File: config.mk
export PLATFORM = sky130hd
export DESIGN_NAME = aic_top
export DESIGN_NICKNAME = d
export VERILOG_FILES = /design/src/design/aic_prescaler.v /design/src/design/aic_sar.v /design/src/design/aic_top.v
export VERILOG_INCLUDE_DIRS = /design/src /design/src/design
export SDC_FILE = /design/constraint.sdc
export NUM_CORES = 1
export LEC_CHECK = 0
export BUFFER_PORTS_ARGS = -buffer_cell sky130_fd_sc_hd__clkbuf_2
export CORE_ASPECT_RATIO = 1.5
export CORE_MARGIN = 3
export CORE_UTILIZATION = 40
export DETAILED_ROUTE_END_ITERATION = 12
export PLACE_DENSITY_LB_ADDON = 0.1
export SYNTH_ARGS = -nofsm -noshare
export SYNTH_HDL_FRONTEND = slang
export SYNTH_SLANG_ARGS = --single-unit
File: constraint.sdc
create_clock -name aclk -period 2.8 [get_ports aclk]
set_input_delay 0.56 -clock aclk [delete_from_list [all_inputs] [get_ports aclk]]
set_output_delay 0.56 -clock aclk [all_outputs]
set_load 0.02 [all_outputs]
File: src/design/aic_consts.vh
`ifndef AIC_CONSTS_VH
`define AIC_CONSTS_VH
// Functional notes
// - result code is input times 1024 over reference; 0x000 ground, 0x3ff top
// - finished result lands in the data byte pair when the complete flag sets, unless a low byte read froze the pair
// - channel code 1000 powers the temperature sensor and routes it to the input
// - reference 00 external pin, 01 supply, 10 reserved, 11 internal 1.1V
// - channel and reference changes wait until the running conversion completes
// - channel 0-7 external inputs, 8 temperature, 14 bandgap, 15 ground
// - left adjust bit chooses left or right adjusted data byte pair
// - left adjust change alters the data byte pair at once
// - enable bit one turns the converter on, zero turns it off
// - clearing enable mid conversion aborts it: no result, no flag
// - after a low byte read the data pair is frozen until the high byte read
// - left adjusted: high byte holds bits 9..2, low byte top holds bits 1..0
// - start bit reads one while converting; writing zero does nothing
// - complete flag sets on every finish, even while the data pair is frozen; writing one clears it

`define AIC_ADDR_W 12
`define AIC_IDX_RESULT_LOW 8'h78
`define AIC_IDX_RESULT_HIGH 8'h79
`define AIC_IDX_CTRL_STATUS 8'h7a
`define AIC_IDX_SELECT 8'h7c
`define AIC_IDX_IRQ_STATUS 8'h80
`define AIC_IDX_IRQ_MASK 8'h81

`define AIC_CS_ENABLE 7
`define AIC_CS_START 6
`define AIC_CS_AUTO 5
`define AIC_CS_FLAG 4
`define AIC_CS_IRQ_EN 3
`define AIC_SEL_LEFT 5

`define AIC_RESET_CTRL 8'h00
`define AIC_RESET_SELECT 8'h00
`define AIC_RESET_RESULT 10'h000
`define AIC_RESET_IRQ 2'h0

`define AIC_REF_EXTERNAL 2'h0
`define AIC_REF_SUPPLY 2'h1
`define AIC_REF_INTERNAL 2'h3
`define AIC_CHAN_EXT_MAX 4'h7
`define AIC_CHAN_TEMP 4'h8
`define AIC_CHAN_BANDGAP 4'he
`define AIC_CHAN_GROUND 4'hf

`define AIC_RESULT_MSB_CODE 10'h200
`define AIC_RESP_OKAY 2'h0
`define AIC_RESP_SLVERR 2'h2
`define AIC_IRQ_DONE 0
`define AIC_IRQ_ABORT 1

`endif

File: src/design/aic_prescaler.v
`timescale 1ns/1ps
`include "aic_consts.vh"

module aic_prescaler (
  input wire aclk,
  input wire aresetn,
  input wire restart,
  input wire [2:0] divider_select,
  output reg tick
);

  reg [6:0] count;

  // cycles per converter clock, minus one
  function [6:0] div_limit;
    input [2:0] sel;
    begin
      case (sel)
        3'h0: div_limit = 7'h01;
        3'h1: div_limit = 7'h01;
        3'h2: div_limit = 7'h03;
        3'h3: div_limit = 7'h07;
        3'h4: div_limit = 7'h0f;
        3'h5: div_limit = 7'h1f;
        3'h6: div_limit = 7'h3f;
        default: div_limit = 7'h7f;
      endcase
    end
  endfunction

  always @(posedge aclk) begin
    if (!aresetn || restart) begin
      count <= 7'h00;
      tick <= 1'b0;
    end else if (count >= div_limit(divider_select)) begin
      count <= 7'h00;
      tick <= 1'b1;
    end else begin
      count <= count + 7'h01;
      tick <= 1'b0;
    end
  end

endmodule

File: src/design/aic_sar.v
`timescale 1ns/1ps
`include "aic_consts.vh"

module aic_sar (
  input wire aclk,
  input wire aresetn,
  input wire run_enable,
  input wire start,
  input wire tick,
  input wire compare_high,
  output reg busy,
  output reg done,
  output reg sample_hold,
  output reg [9:0] trial_code,
  output reg [9:0] result
);

  localparam ST_IDLE = 2'h0;
  localparam ST_SAMPLE = 2'h1;
  localparam ST_SETTLE = 2'h2;
  localparam ST_JUDGE = 2'h3;

  reg [1:0] state;
  reg [3:0] bit_index;
  reg [9:0] judged;

  // drop the trial bit when the input sits below the trial level
  always @* begin
    judged = trial_code;
    if (!compare_high) begin
      judged[bit_index] = 1'b0;
    end
  end

  always @(posedge aclk) begin
    if (!aresetn || !run_enable) begin
      state <= ST_IDLE;
      busy <= 1'b0;
      done <= 1'b0;
      sample_hold <= 1'b0;
      bit_index <= 4'h0;
      trial_code <= 10'h000;
      if (!aresetn) begin
        result <= `AIC_RESET_RESULT;
      end
    end else begin
      done <= 1'b0;
      case (state)
        ST_IDLE: begin
          if (start) begin
            state <= ST_SAMPLE;
            busy <= 1'b1;
            sample_hold <= 1'b1;
          end
        end
        ST_SAMPLE: begin
          if (tick) begin
            state <= ST_SETTLE;
            sample_hold <= 1'b0;
            bit_index <= 4'h9;
            trial_code <= `AIC_RESULT_MSB_CODE;
          end
        end
        ST_SETTLE: begin
          if (tick) begin
            state <= ST_JUDGE;
          end
        end
        default: begin
          if (tick) begin
            if (bit_index == 4'h0) begin
              result <= judged;
              done <= 1'b1;
              busy <= 1'b0;
              state <= ST_IDLE;
            end else begin
              trial_code <= judged | (10'h001 << (bit_index - 4'h1));
              bit_index <= bit_index - 4'h1;
              state <= ST_SETTLE;
            end
          end
        end
      endcase
    end
  end

endmodule

File: src/design/aic_top.v
// The AXI4-Lite slave port was decided locally.
`timescale 1ns/1ps
`include "aic_consts.vh"

module aic_top (
  input wire aclk,
  input wire aresetn,
  input wire [11:0] s_axi_awaddr,
  input wire [2:0] s_axi_awprot,
  input wire s_axi_awvalid,
  output reg s_axi_awready,
  input wire [31:0] s_axi_wdata,
  input wire [3:0] s_axi_wstrb,
  input wire s_axi_wvalid,
  output reg s_axi_wready,
  output reg [1:0] s_axi_bresp,
  output reg s_axi_bvalid,
  input wire s_axi_bready,
  input wire [11:0] s_axi_araddr,
  input wire [2:0] s_axi_arprot,
  input wire s_axi_arvalid,
  output reg s_axi_arready,
  output reg [31:0] s_axi_rdata,
  output reg [1:0] s_axi_rresp,
  output reg s_axi_rvalid,
  input wire s_axi_rready,
  output reg irq,
  input wire compare_high,
  output wire [9:0] trial_code,
  output wire sample_hold,
  output reg converter_power,
  output reg [3:0] channel_select_out,
  output reg [7:0] input_enable,
  output reg temp_sensor_enable,
  output reg bandgap_select,
  output reg ground_select,
  output reg ref_external_select,
  output reg ref_supply_select,
  output reg ref_internal_enable
);

  ////////////////////////////////////////////////////////////////////////
  // register state

  reg conv_enable;
  reg auto_trigger_enable;
  reg conversion_complete_flag;
  reg conversion_complete_irq_enable;
  reg [2:0] clock_divider_select;
  reg [1:0] reference_select;
  reg left_adjust;
  reg [3:0] channel_select;
  reg [9:0] data_result;
  reg low_read_lock;
  reg [1:0] irq_status;
  reg [1:0] irq_mask;

  reg aw_held;
  reg [11:0] aw_addr_q;
  reg w_held;
  reg [7:0] w_data_q;
  reg w_lane0_q;

  reg cmp_meta;
  reg cmp_sync;

  wire sar_busy;
  wire sar_done;
  wire [9:0] sar_result;
  wire adc_tick;

  localparam [7:0] reset_ctrl = `AIC_RESET_CTRL;
  localparam [7:0] reset_select = `AIC_RESET_SELECT;

  ////////////////////////////////////////////////////////////////////////
  // helpers

  function is_reg;
    input [11:0] addr;
    input [7:0] idx;
    begin
      is_reg = (addr[11:10] == 2'h0) && (addr[1:0] == 2'h0) && (addr[9:2] == idx);
    end
  endfunction

  function is_mapped;
    input [11:0] addr;
    begin
      is_mapped = is_reg(addr, `AIC_IDX_RESULT_LOW) ||
        is_reg(addr, `AIC_IDX_RESULT_HIGH) ||
        is_reg(addr, `AIC_IDX_CTRL_STATUS) ||
        is_reg(addr, `AIC_IDX_SELECT) ||
        is_reg(addr, `AIC_IDX_IRQ_STATUS) ||
        is_reg(addr, `AIC_IDX_IRQ_MASK);
    end
  endfunction

  // byte view of the held result under the live adjust setting
  function [7:0] result_byte;
    input [9:0] r;
    input left;
    input high;
    begin
      if (left) begin
        result_byte = high ? r[9:2] : {r[1:0], 6'h00};
      end else begin
        result_byte = high ? {6'h00, r[9:8]} : r[7:0];
      end
    end
  endfunction

  ////////////////////////////////////////////////////////////////////////
  // bus handshakes

  wire wr_fire = aw_held && w_held && !s_axi_bvalid;
  wire rd_fire = s_axi_arvalid && s_axi_arready;
  wire wr_lane = wr_fire && w_lane0_q;

  wire wr_ctrl = wr_lane && is_reg(aw_addr_q, `AIC_IDX_CTRL_STATUS);
  wire wr_select = wr_lane && is_reg(aw_addr_q, `AIC_IDX_SELECT);
  wire wr_mask = wr_lane && is_reg(aw_addr_q, `AIC_IDX_IRQ_MASK);

  wire rd_low = rd_fire && is_reg(s_axi_araddr, `AIC_IDX_RESULT_LOW);
  wire rd_high = rd_fire && is_reg(s_axi_araddr, `AIC_IDX_RESULT_HIGH);
  wire rd_status = rd_fire && is_reg(s_axi_araddr, `AIC_IDX_IRQ_STATUS);

  always @(posedge aclk) begin
    if (!aresetn) begin
      s_axi_awready <= 1'b1;
      s_axi_wready <= 1'b1;
      s_axi_bvalid <= 1'b0;
      s_axi_bresp <= `AIC_RESP_OKAY;
      aw_held <= 1'b0;
      w_held <= 1'b0;
      aw_addr_q <= 12'h000;
      w_data_q <= 8'h00;
      w_lane0_q <= 1'b0;
    end else begin
      if (s_axi_awvalid && s_axi_awready) begin
        aw_held <= 1'b1;
        aw_addr_q <= s_axi_awaddr;
        s_axi_awready <= 1'b0;
      end
      if (s_axi_wvalid && s_axi_wready) begin
        w_held <= 1'b1;
        w_data_q <= s_axi_wdata[7:0];
        w_lane0_q <= s_axi_wstrb[0];
        s_axi_wready <= 1'b0;
      end
      if (wr_fire) begin
        aw_held <= 1'b0;
        w_held <= 1'b0;
        s_axi_bvalid <= 1'b1;
        s_axi_bresp <= is_mapped(aw_addr_q) ? `AIC_RESP_OKAY : `AIC_RESP_SLVERR;
      end
      if (s_axi_bvalid && s_axi_bready) begin
        s_axi_bvalid <= 1'b0;
        s_axi_awready <= 1'b1;
        s_axi_wready <= 1'b1;
      end
    end
  end

  ////////////////////////////////////////////////////////////////////////
  // read path

  reg [7:0] rd_value;

  always @* begin
    rd_value = 8'h00;
    if (is_reg(s_axi_araddr, `AIC_IDX_RESULT_LOW)) begin
      rd_value = result_byte(data_result, left_adjust, 1'b0);
    end else if (is_reg(s_axi_araddr, `AIC_IDX_RESULT_HIGH)) begin
      rd_value = result_byte(data_result, left_adjust, 1'b1);
    end else if (is_reg(s_axi_araddr, `AIC_IDX_CTRL_STATUS)) begin
      // start bit stays up until the flag shows, so a poll never sees a gap
      rd_value = {conv_enable, sar_busy || sar_done, auto_trigger_enable,
        conversion_complete_flag, conversion_complete_irq_enable, clock_divider_select};
    end else if (is_reg(s_axi_araddr, `AIC_IDX_SELECT)) begin
      rd_value = {reference_select, left_adjust, 1'b0, channel_select};
    end else if (is_reg(s_axi_araddr, `AIC_IDX_IRQ_STATUS)) begin
      rd_value = {6'h00, irq_status};
    end else if (is_reg(s_axi_araddr, `AIC_IDX_IRQ_MASK)) begin
      rd_value = {6'h00, irq_mask};
    end
  end

  always @(posedge aclk) begin
    if (!aresetn) begin
      s_axi_arready <= 1'b1;
      s_axi_rvalid <= 1'b0;
      s_axi_rdata <= 32'h00000000;
      s_axi_rresp <= `AIC_RESP_OKAY;
    end else begin
      if (rd_fire) begin
        s_axi_arready <= 1'b0;
        s_axi_rvalid <= 1'b1;
        s_axi_rdata <= {24'h000000, rd_value};
        s_axi_rresp <= is_mapped(s_axi_araddr) ? `AIC_RESP_OKAY : `AIC_RESP_SLVERR;
      end else if (s_axi_rvalid && s_axi_rready) begin
        s_axi_rvalid <= 1'b0;
        s_axi_arready <= 1'b1;
      end
    end
  end

  ////////////////////////////////////////////////////////////////////////
  // control and status

  wire next_enable = wr_ctrl ? w_data_q[`AIC_CS_ENABLE] : conv_enable;
  wire abort_event = sar_busy && !next_enable;
  // free running restarts right after each completion
  wire start_req = next_enable &&
    ((wr_ctrl && w_data_q[`AIC_CS_START]) || (sar_done && auto_trigger_enable));

  always @(posedge aclk) begin
    if (!aresetn) begin
      conv_enable <= reset_ctrl[`AIC_CS_ENABLE];
      auto_trigger_enable <= 1'b0;
      conversion_complete_irq_enable <= 1'b0;
      clock_divider_select <= 3'h0;
      conversion_complete_flag <= 1'b0;
      converter_power <= 1'b0;
    end else begin
      conv_enable <= next_enable;
      converter_power <= next_enable;
      if (wr_ctrl) begin
        auto_trigger_enable <= w_data_q[`AIC_CS_AUTO];
        conversion_complete_irq_enable <= w_data_q[`AIC_CS_IRQ_EN];
        clock_divider_select <= w_data_q[2:0];
      end
      if (sar_done) begin
        conversion_complete_flag <= 1'b1;
      end else if (wr_ctrl && w_data_q[`AIC_CS_FLAG]) begin
        conversion_complete_flag <= 1'b0;
      end
    end
  end

  always @(posedge aclk) begin
    if (!aresetn) begin
      reference_select <= reset_select[7:6];
      left_adjust <= 1'b0;
      channel_select <= 4'h0;
    end else if (wr_select) begin
      reference_select <= w_data_q[7:6];
      left_adjust <= w_data_q[`AIC_SEL_LEFT];
      channel_select <= w_data_q[3:0];
    end
  end

  ////////////////////////////////////////////////////////////////////////
  // result capture and read pairing

  always @(posedge aclk) begin
    if (!aresetn) begin
      data_result <= `AIC_RESET_RESULT;
      low_read_lock <= 1'b0;
    end else begin
      if (sar_done && !low_read_lock) begin
        data_result <= sar_result;
      end
      if (rd_high) begin
        low_read_lock <= 1'b0;
      end else if (rd_low) begin
        low_read_lock <= 1'b1;
      end
    end
  end

  ////////////////////////////////////////////////////////////////////////
  // interrupt

  always @(posedge aclk) begin
    if (!aresetn) begin
      irq_status <= `AIC_RESET_IRQ;
      irq_mask <= `AIC_RESET_IRQ;
      irq <= 1'b0;
    end else begin
      irq_status[`AIC_IRQ_DONE] <= sar_done || (irq_status[`AIC_IRQ_DONE] && !rd_status);
      irq_status[`AIC_IRQ_ABORT] <= abort_event || (irq_status[`AIC_IRQ_ABORT] && !rd_status);
      if (wr_mask) begin
        irq_mask <= w_data_q[1:0];
      end
      irq <= |(irq_status & irq_mask);
    end
  end

  ////////////////////////////////////////////////////////////////////////
  // analog selection, buffered between conversions

  always @(posedge aclk) begin
    if (!aresetn) begin
      channel_select_out <= 4'h0;
      input_enable <= 8'h00;
      temp_sensor_enable <= 1'b0;
      bandgap_select <= 1'b0;
      ground_select <= 1'b0;
      ref_external_select <= 1'b0;
      ref_supply_select <= 1'b0;
      ref_internal_enable <= 1'b0;
    end else if (!sar_busy) begin
      channel_select_out <= channel_select;
      input_enable <= (channel_select <= `AIC_CHAN_EXT_MAX) ?
        (8'h01 << channel_select[2:0]) : 8'h00;
      temp_sensor_enable <= channel_select == `AIC_CHAN_TEMP;
      bandgap_select <= channel_select == `AIC_CHAN_BANDGAP;
      ground_select <= channel_select == `AIC_CHAN_GROUND;
      // reserved codes leave every source open and still convert
      ref_external_select <= reference_select == `AIC_REF_EXTERNAL;
      ref_supply_select <= reference_select == `AIC_REF_SUPPLY;
      ref_internal_enable <= reference_select == `AIC_REF_INTERNAL;
    end
  end

  ////////////////////////////////////////////////////////////////////////
  // comparator pin and conversion engine

  always @(posedge aclk) begin
    if (!aresetn) begin
      cmp_meta <= 1'b0;
      cmp_sync <= 1'b0;
    end else begin
      cmp_meta <= compare_high;
      cmp_sync <= cmp_meta;
    end
  end

  aic_prescaler u_prescaler (
    .aclk(aclk),
    .aresetn(aresetn),
    .restart(start_req && !sar_busy),
    .divider_select(clock_divider_select),
    .tick(adc_tick)
  );

  aic_sar u_sar (
    .aclk(aclk),
    .aresetn(aresetn),
    .run_enable(next_enable),
    .start(start_req),
    .tick(adc_tick),
    .compare_high(cmp_sync),
    .busy(sar_busy),
    .done(sar_done),
    .sample_hold(sample_hold),
    .trial_code(trial_code),
    .result(sar_result)
  );

endmodule

# Word level (Yosys, flattened, before mapping)
# Index checks and enable logic that the tools add are counted.
[word_totals]
register_bits = 127
out_inout_bits = 72
word_cells = 232
[op_classes]
n_addsub = 2
order_cmp = 4
n_eq_ne = 31
shift = 2
mux = 50
n_bitwise = 8
reduce_logical = 90
[ops]
columns = ["cell", "n"]
rows = [
  ["10-bit 2-to-1 mux", 9],
  ["8-bit by 7-bit equality test with 1-bit output (second input constant)", 8],
  ["8-bit 2-to-1 mux", 7],
  ["7-bit case mux with 6 select lines", 1],
  ["1-bit logical AND", 38],
  ["8-bit equality test (second input constant)", 4],
  ["10-bit case mux with 2 select lines", 1],
  ["2-bit 2-to-1 mux", 9],
  ["1-bit logical OR", 16],
  ["2-bit OR reduction", 8],
  ["1-bit 2-to-1 mux", 14],
  ["2-bit nonzero test", 7],
  ["4-bit equality test (second input constant)", 3],
  ["2-bit logical NOT", 6],
  ["4-bit 2-to-1 mux", 3],
  ["4-bit AND reduction", 3],
  ["10-bit AND", 1],
  ["2-bit inequality test (second input constant)", 5],
  ["10-bit inverter", 1],
  ["10-bit OR", 1],
  ["1-bit by 4-bit << shifter with 10-bit output (first input constant)", 1],
  ["3-bit equality test (second input constant)", 3],
  ["4-bit case mux with 2 select lines", 1],
  ["1-bit by 3-bit << shifter with 8-bit output (first input constant)", 1],
  ["other kinds (23)", 36],
]

# Longest topological paths before layout
[depth]
depth_word = 12
ltp_mapped = 8
depth_no_buf = 7

# Cells and area by module
# Synthesis repeated with hierarchy kept, for this count alone.
[hier_totals]
hier_cells = 735
area_unflattened_um2 = 6137.1
[by_module_without_submodules]
columns = ["module", "instances", "cells_each", "area_each_um2", "seq_area_each_um2"]
rows = [
  ["aic_top", 1, 511, 4096.4, 1761.7],
  ["aic_sar", 1, 174, 1580.3, 680.7],
  ["aic_prescaler", 1, 50, 460.4, 160.2],
]

# Worst setup path before layout
# OpenSTA, ideal clock, no wires.
[synth_timing]
path_kind = "reg2reg"
startpoint = "reg u_sar.bit_index[0]"
endpoint = "reg u_sar.result[0], enable pin"
setup_time_ns = 0.391
t_arrival_ns = 2.163
required_time_ns = 2.409
path_slack_ns = 0.246
path_stages_with_launch = 7
path_buffers = 1
synth_period_minus_slack_ns = 2.554
cell_sequence = "dfxtp_1 -> inv_1 -> ha_1 -> clkbuf_1 -> nor3b_1 -> nand3_1 -> o21ai_0"
[synth_via]
elab_chain_cells = 3
[synth_rtl]
columns = ["element", "line", "rtl"]
rows = [
  ["start: declaration", "aic_sar.v:24", "reg [3:0] bit_index;"],
  ["start signal: assignment", "aic_sar.v:78", "bit_index <= bit_index - 4'h1;"],
  ["4-bit logical NOT", "aic_sar.v:71", "if (bit_index == 4'h0) begin"],
  ["2-bit nonzero test (no source line)", "--", ""],
  ["4-bit AND reduction (no source line)", "--", ""],
  ["end signal: assignment", "aic_sar.v:44", "result <= `AIC_RESET_RESULT;"],
  ["end signal: assignment", "aic_sar.v:72", "result <= judged;"],
  ["end: declaration", "aic_sar.v:15", "output reg [9:0] result"],
]
# No other way between the ends.
# A chain may end at the register's enable or synchronous reset.

# Worst setup path in the final report
[layout_timing]
startpoint = "reg u_sar.bit_index[0]"
endpoint = "reg u_sar.bit_index[3]"
[layout_via]
elab_chain_cells = 4
elab_cells_between_ends = 7
[layout_rtl]
columns = ["element", "line", "rtl"]
rows = [
  ["4-bit by 1-bit subtractor with 4-bit output", "aic_sar.v:78", ""],
  ["4-bit 2-to-1 mux", "aic_sar.v:71", ""],
  ["4-bit 2-to-1 mux", "aic_sar.v:70", "if (tick) begin"],
  ["4-bit case mux with 2 select lines", "aic_sar.v:48", "case (state)"],
]
# Several ways; a longest one is shown, not always the timed one. The select of a mux whose other input is x is not followed.

==> results.json <==
{
  "outcome": "complete, no violations",
  "synth_top_area_cell": "dfxtp_1",
  "grtUsageTotal_pct": 18.2,
  "seq_area_frac_synth_pct": 44.0,
  "clock_latency_ps": 410,
  "multi_input_area_um2": 3020,
  "slew_headroom_pct": 43.2,
  "cts_hold_buffers": 0,
  "die_y_um": 155,
  "cts_buffers": 17,
  "area_growth_pct": 19.2,
  "htreeDepth": 4,
  "fillers": 1450,
  "hp-class": "input pin to flip-flop",
  "core_um2": 14300,
  "cp-startpoint": "u_sar.bit_index[0]",
  "die-area_um2": 16300,
  "synth_area_um2": 5920,
  "synth_cell_types": 71,
  "period_minus_slack_ps": 2210,
  "avgSynthCellArea_um2": 8.48,
  "post_cts_resize_count": 0,
  "grt_max_degree": 65,
  "start_util_pct": 41.5,
  "yosys_warnings": 0,
  "clock-sinks": 125,
  "setup_viol": 0,
  "ir_drop_mv": 0.426,
  "startpoint_type": "flip-flop",
  "clk_pin_slew_ps": 60,
  "antenna_found_initial": 0,
  "postCtsSetupBuffers": 0,
  "cp_data_arrival_time_ps": 2530,
  "grt_pass1_wl_mm": 24.4,
  "async_flop_share_pct": 0,
  "power_mw": 4.58,
  "dp_cells": 949,
  "dr_total_vias": 5102,
  "rows": 53,
  "hold_start": "compare_high",
  "cts_tree": "yes",
  "gp_congestion": 0.829,
  "worst_hold_slack_ps": 354,
  "instances_no_fill": 981,
  "setup_tns_ps": 0,
  "drtIter0Drc": 220,
  "fin_crit_sh_pct": 78.8,
  "antenna_cells": 0,
  "drv_cap": 0,
  "crit_required_ps": 3120,
  "power_density_nw_per_um2": 650,
  "timing.rr.start": "u_sar.bit_index[0]",
  "io_buffer_count": 86,
  "synthTopCellsByArea": "dfxtp_1, a21oi_1, nand2_1, edfxtp_1, nor2_1",
  "tightest_slew_ps": 851,
  "drive_gt1_share_pct": 18.1,
  "stdcell_area_um2": 7050,
  "gr-total-overflow": 0,
  "drcViolationCount": 0,
  "place_area_um2": 6430,
  "postRouteAntennaNets": 0,
  "synth_top_area_share_pct": 38.9,
  "seqCellArea_um2": 2600,
  "fin_nets": 867,
  "drv_slew": 0,
  "die_x_um": 105,
  "clock.fmax_mhz": 453,
  "clockRootBuffer": "clkbuf_16",
  "crit_path_end_kind": "flip-flop",
  "path_class": "flip-flop to flip-flop",
  "worstPathMaxFanout": 15,
  "worstPathCellList": "inv_1, ha_1, nor3b_1, nor3_2, buf_4, a21oi_1, nor2_1, a311oi_1",
  "io_pins": 146,
  "avgRoutedWirePerCell_um": 14.8,
  "first_global_vias": 4925,
  "dp_hpwl_mm": 10.6,
  "layout_commonest_cell": "dfxtp_1",
  "ys_ff_latch": 125,
  "synth_edf_count": 10,
  "cts_max_path_buffers": 2,
  "power.leakage_nw": 2.71,
  "final_cell_mix": "dfxtp_1, nand2_1, clkbuf_2",
  "worst_path_max_delay_cell": "nor3b_1",
  "rsz0062_at_grt": "false",
  "slowest_delay_ps": 480,
  "synthCells": 698,
  "skew_ps": 13.0,
  "dr.pass1.iters": 5,
  "ys_dominant_reg_cell": "dfxtp_1",
  "finalHoldViolCount": 0,
  "routed_wl_mm": 14.6,
  "vias_per_cell": 5.20
}
## path summary, 6_finish.rpt
| kind | endpoint | slack, ps | cells after the start |
|---|---|---|---|
| min reg2reg | cmp_sync | 430 | 1 |
| max | u_sar.bit_index[3] | 590 | 8 |
| max reg2reg | u_sar.bit_index[3] | 590 | 8 |
| min | cmp_meta | 350 | 2 |
## final cells by class
class                           count  area share (%)
Clock inverter                     15            2.77
Multi-Input combinational cell    522            42.9
Sequential cell                   125            36.9
Clock buffer                       17            6.03
Inverter                           16           0.852
Tap cell                          192            3.41
Timing Repair Buffer               94            7.13
## cell usage after synthesis (3+ instances only)
cell type,instances
nor4_1,9
or4_1,3
xnor2_1,3
buf_4,26
buf_1,3
a22oi_1,12
nand3_1,22
a311oi_1,3
nand2_1,100
o21ai_1,4
and4b_1,3
mux2_2,3
a22o_1,5
buf_2,4
edfxtp_1,10
mux2i_1,21
a211oi_1,3
nand2b_1,7
a31oi_1,4
a221oi_1,3
dfxtp_1,115
or3_1,4
a21oi_1,83
inv_1,15
nor3_1,4
a21o_1,3
and2_1,9
ha_1,17
clkbuf_1,27
nor3b_1,8
nor2_1,71
nor2b_1,7
o21ai_0,31
a32oi_1,5
nand3b_1,3
## worst max-delay path: cells and delay by family, from the launching register on
kind / cells / cell delay [ps]
AND/OR/NAND/NOR: 3 / 620
adder cells (fa/ha/maj): 1 / 390
AO/OA/AOI/OAI: 2 / 390
buffers and inverters: 2 / 370
flip-flops: 1 / 350
## flip-flops by register name, indices dropped and copies added, names as in the netlist, 2 cells and up
register              cells
aw_addr_q                12
data_result              10
u_sar.result             10
u_sar.trial_code         10
input_enable              8
s_axi_rdata               8
w_data_q                  8
u_prescaler.count         7
channel_select            4
channel_select_out        4
u_sar.bit_index           4
clock_divider_select      3
irq_mask                  2
irq_status                2
reference_select          2
u_sar.state               2
## metrics by stage
stage	worst slack, ps	util [%]
CTS	595	49.5
global route	385	49.5
floorplan	246	-
finish	595	49.5
global placement	543	45.1
detailed placement	523	45.1
## metal layers
metal | part of all wire [%] | vias up | track usage, % | wire length, µm
li1 | - | 2573 | - | -
met1 | 42 | 2392 | 21.9 | 6140
met2 | 53 | 121 | 32.3 | 7710
met3 | 3.6 | 16 | 3.90 | 519
met4 | 1.3 | 0 | 5.75 | 187
met5 | 0 | - | 0 | 0
## power by group
part           switching (mW)  internal (mW)  total [mW]
logic                   0.210          0.130       0.340
clock network           0.825           1.49        2.31
registers              0.0602           1.87        1.93
total                    1.10           3.48        4.58
## cell families after synthesis
family                     Yosys count  share of synthesized area [%]
adders and majority gates           18                           3.76
xor gates and xnor gates             5                          0.740
buffers and inverters               76                           6.56
and+or+nand+nor                    272                           22.8
muxes                               24                           4.12
DFF                                125                           44.0
other                                1                         0.0634
AOI/OAI and AO/OA                  177                           18.0
(Power assumes the default switching activity.)
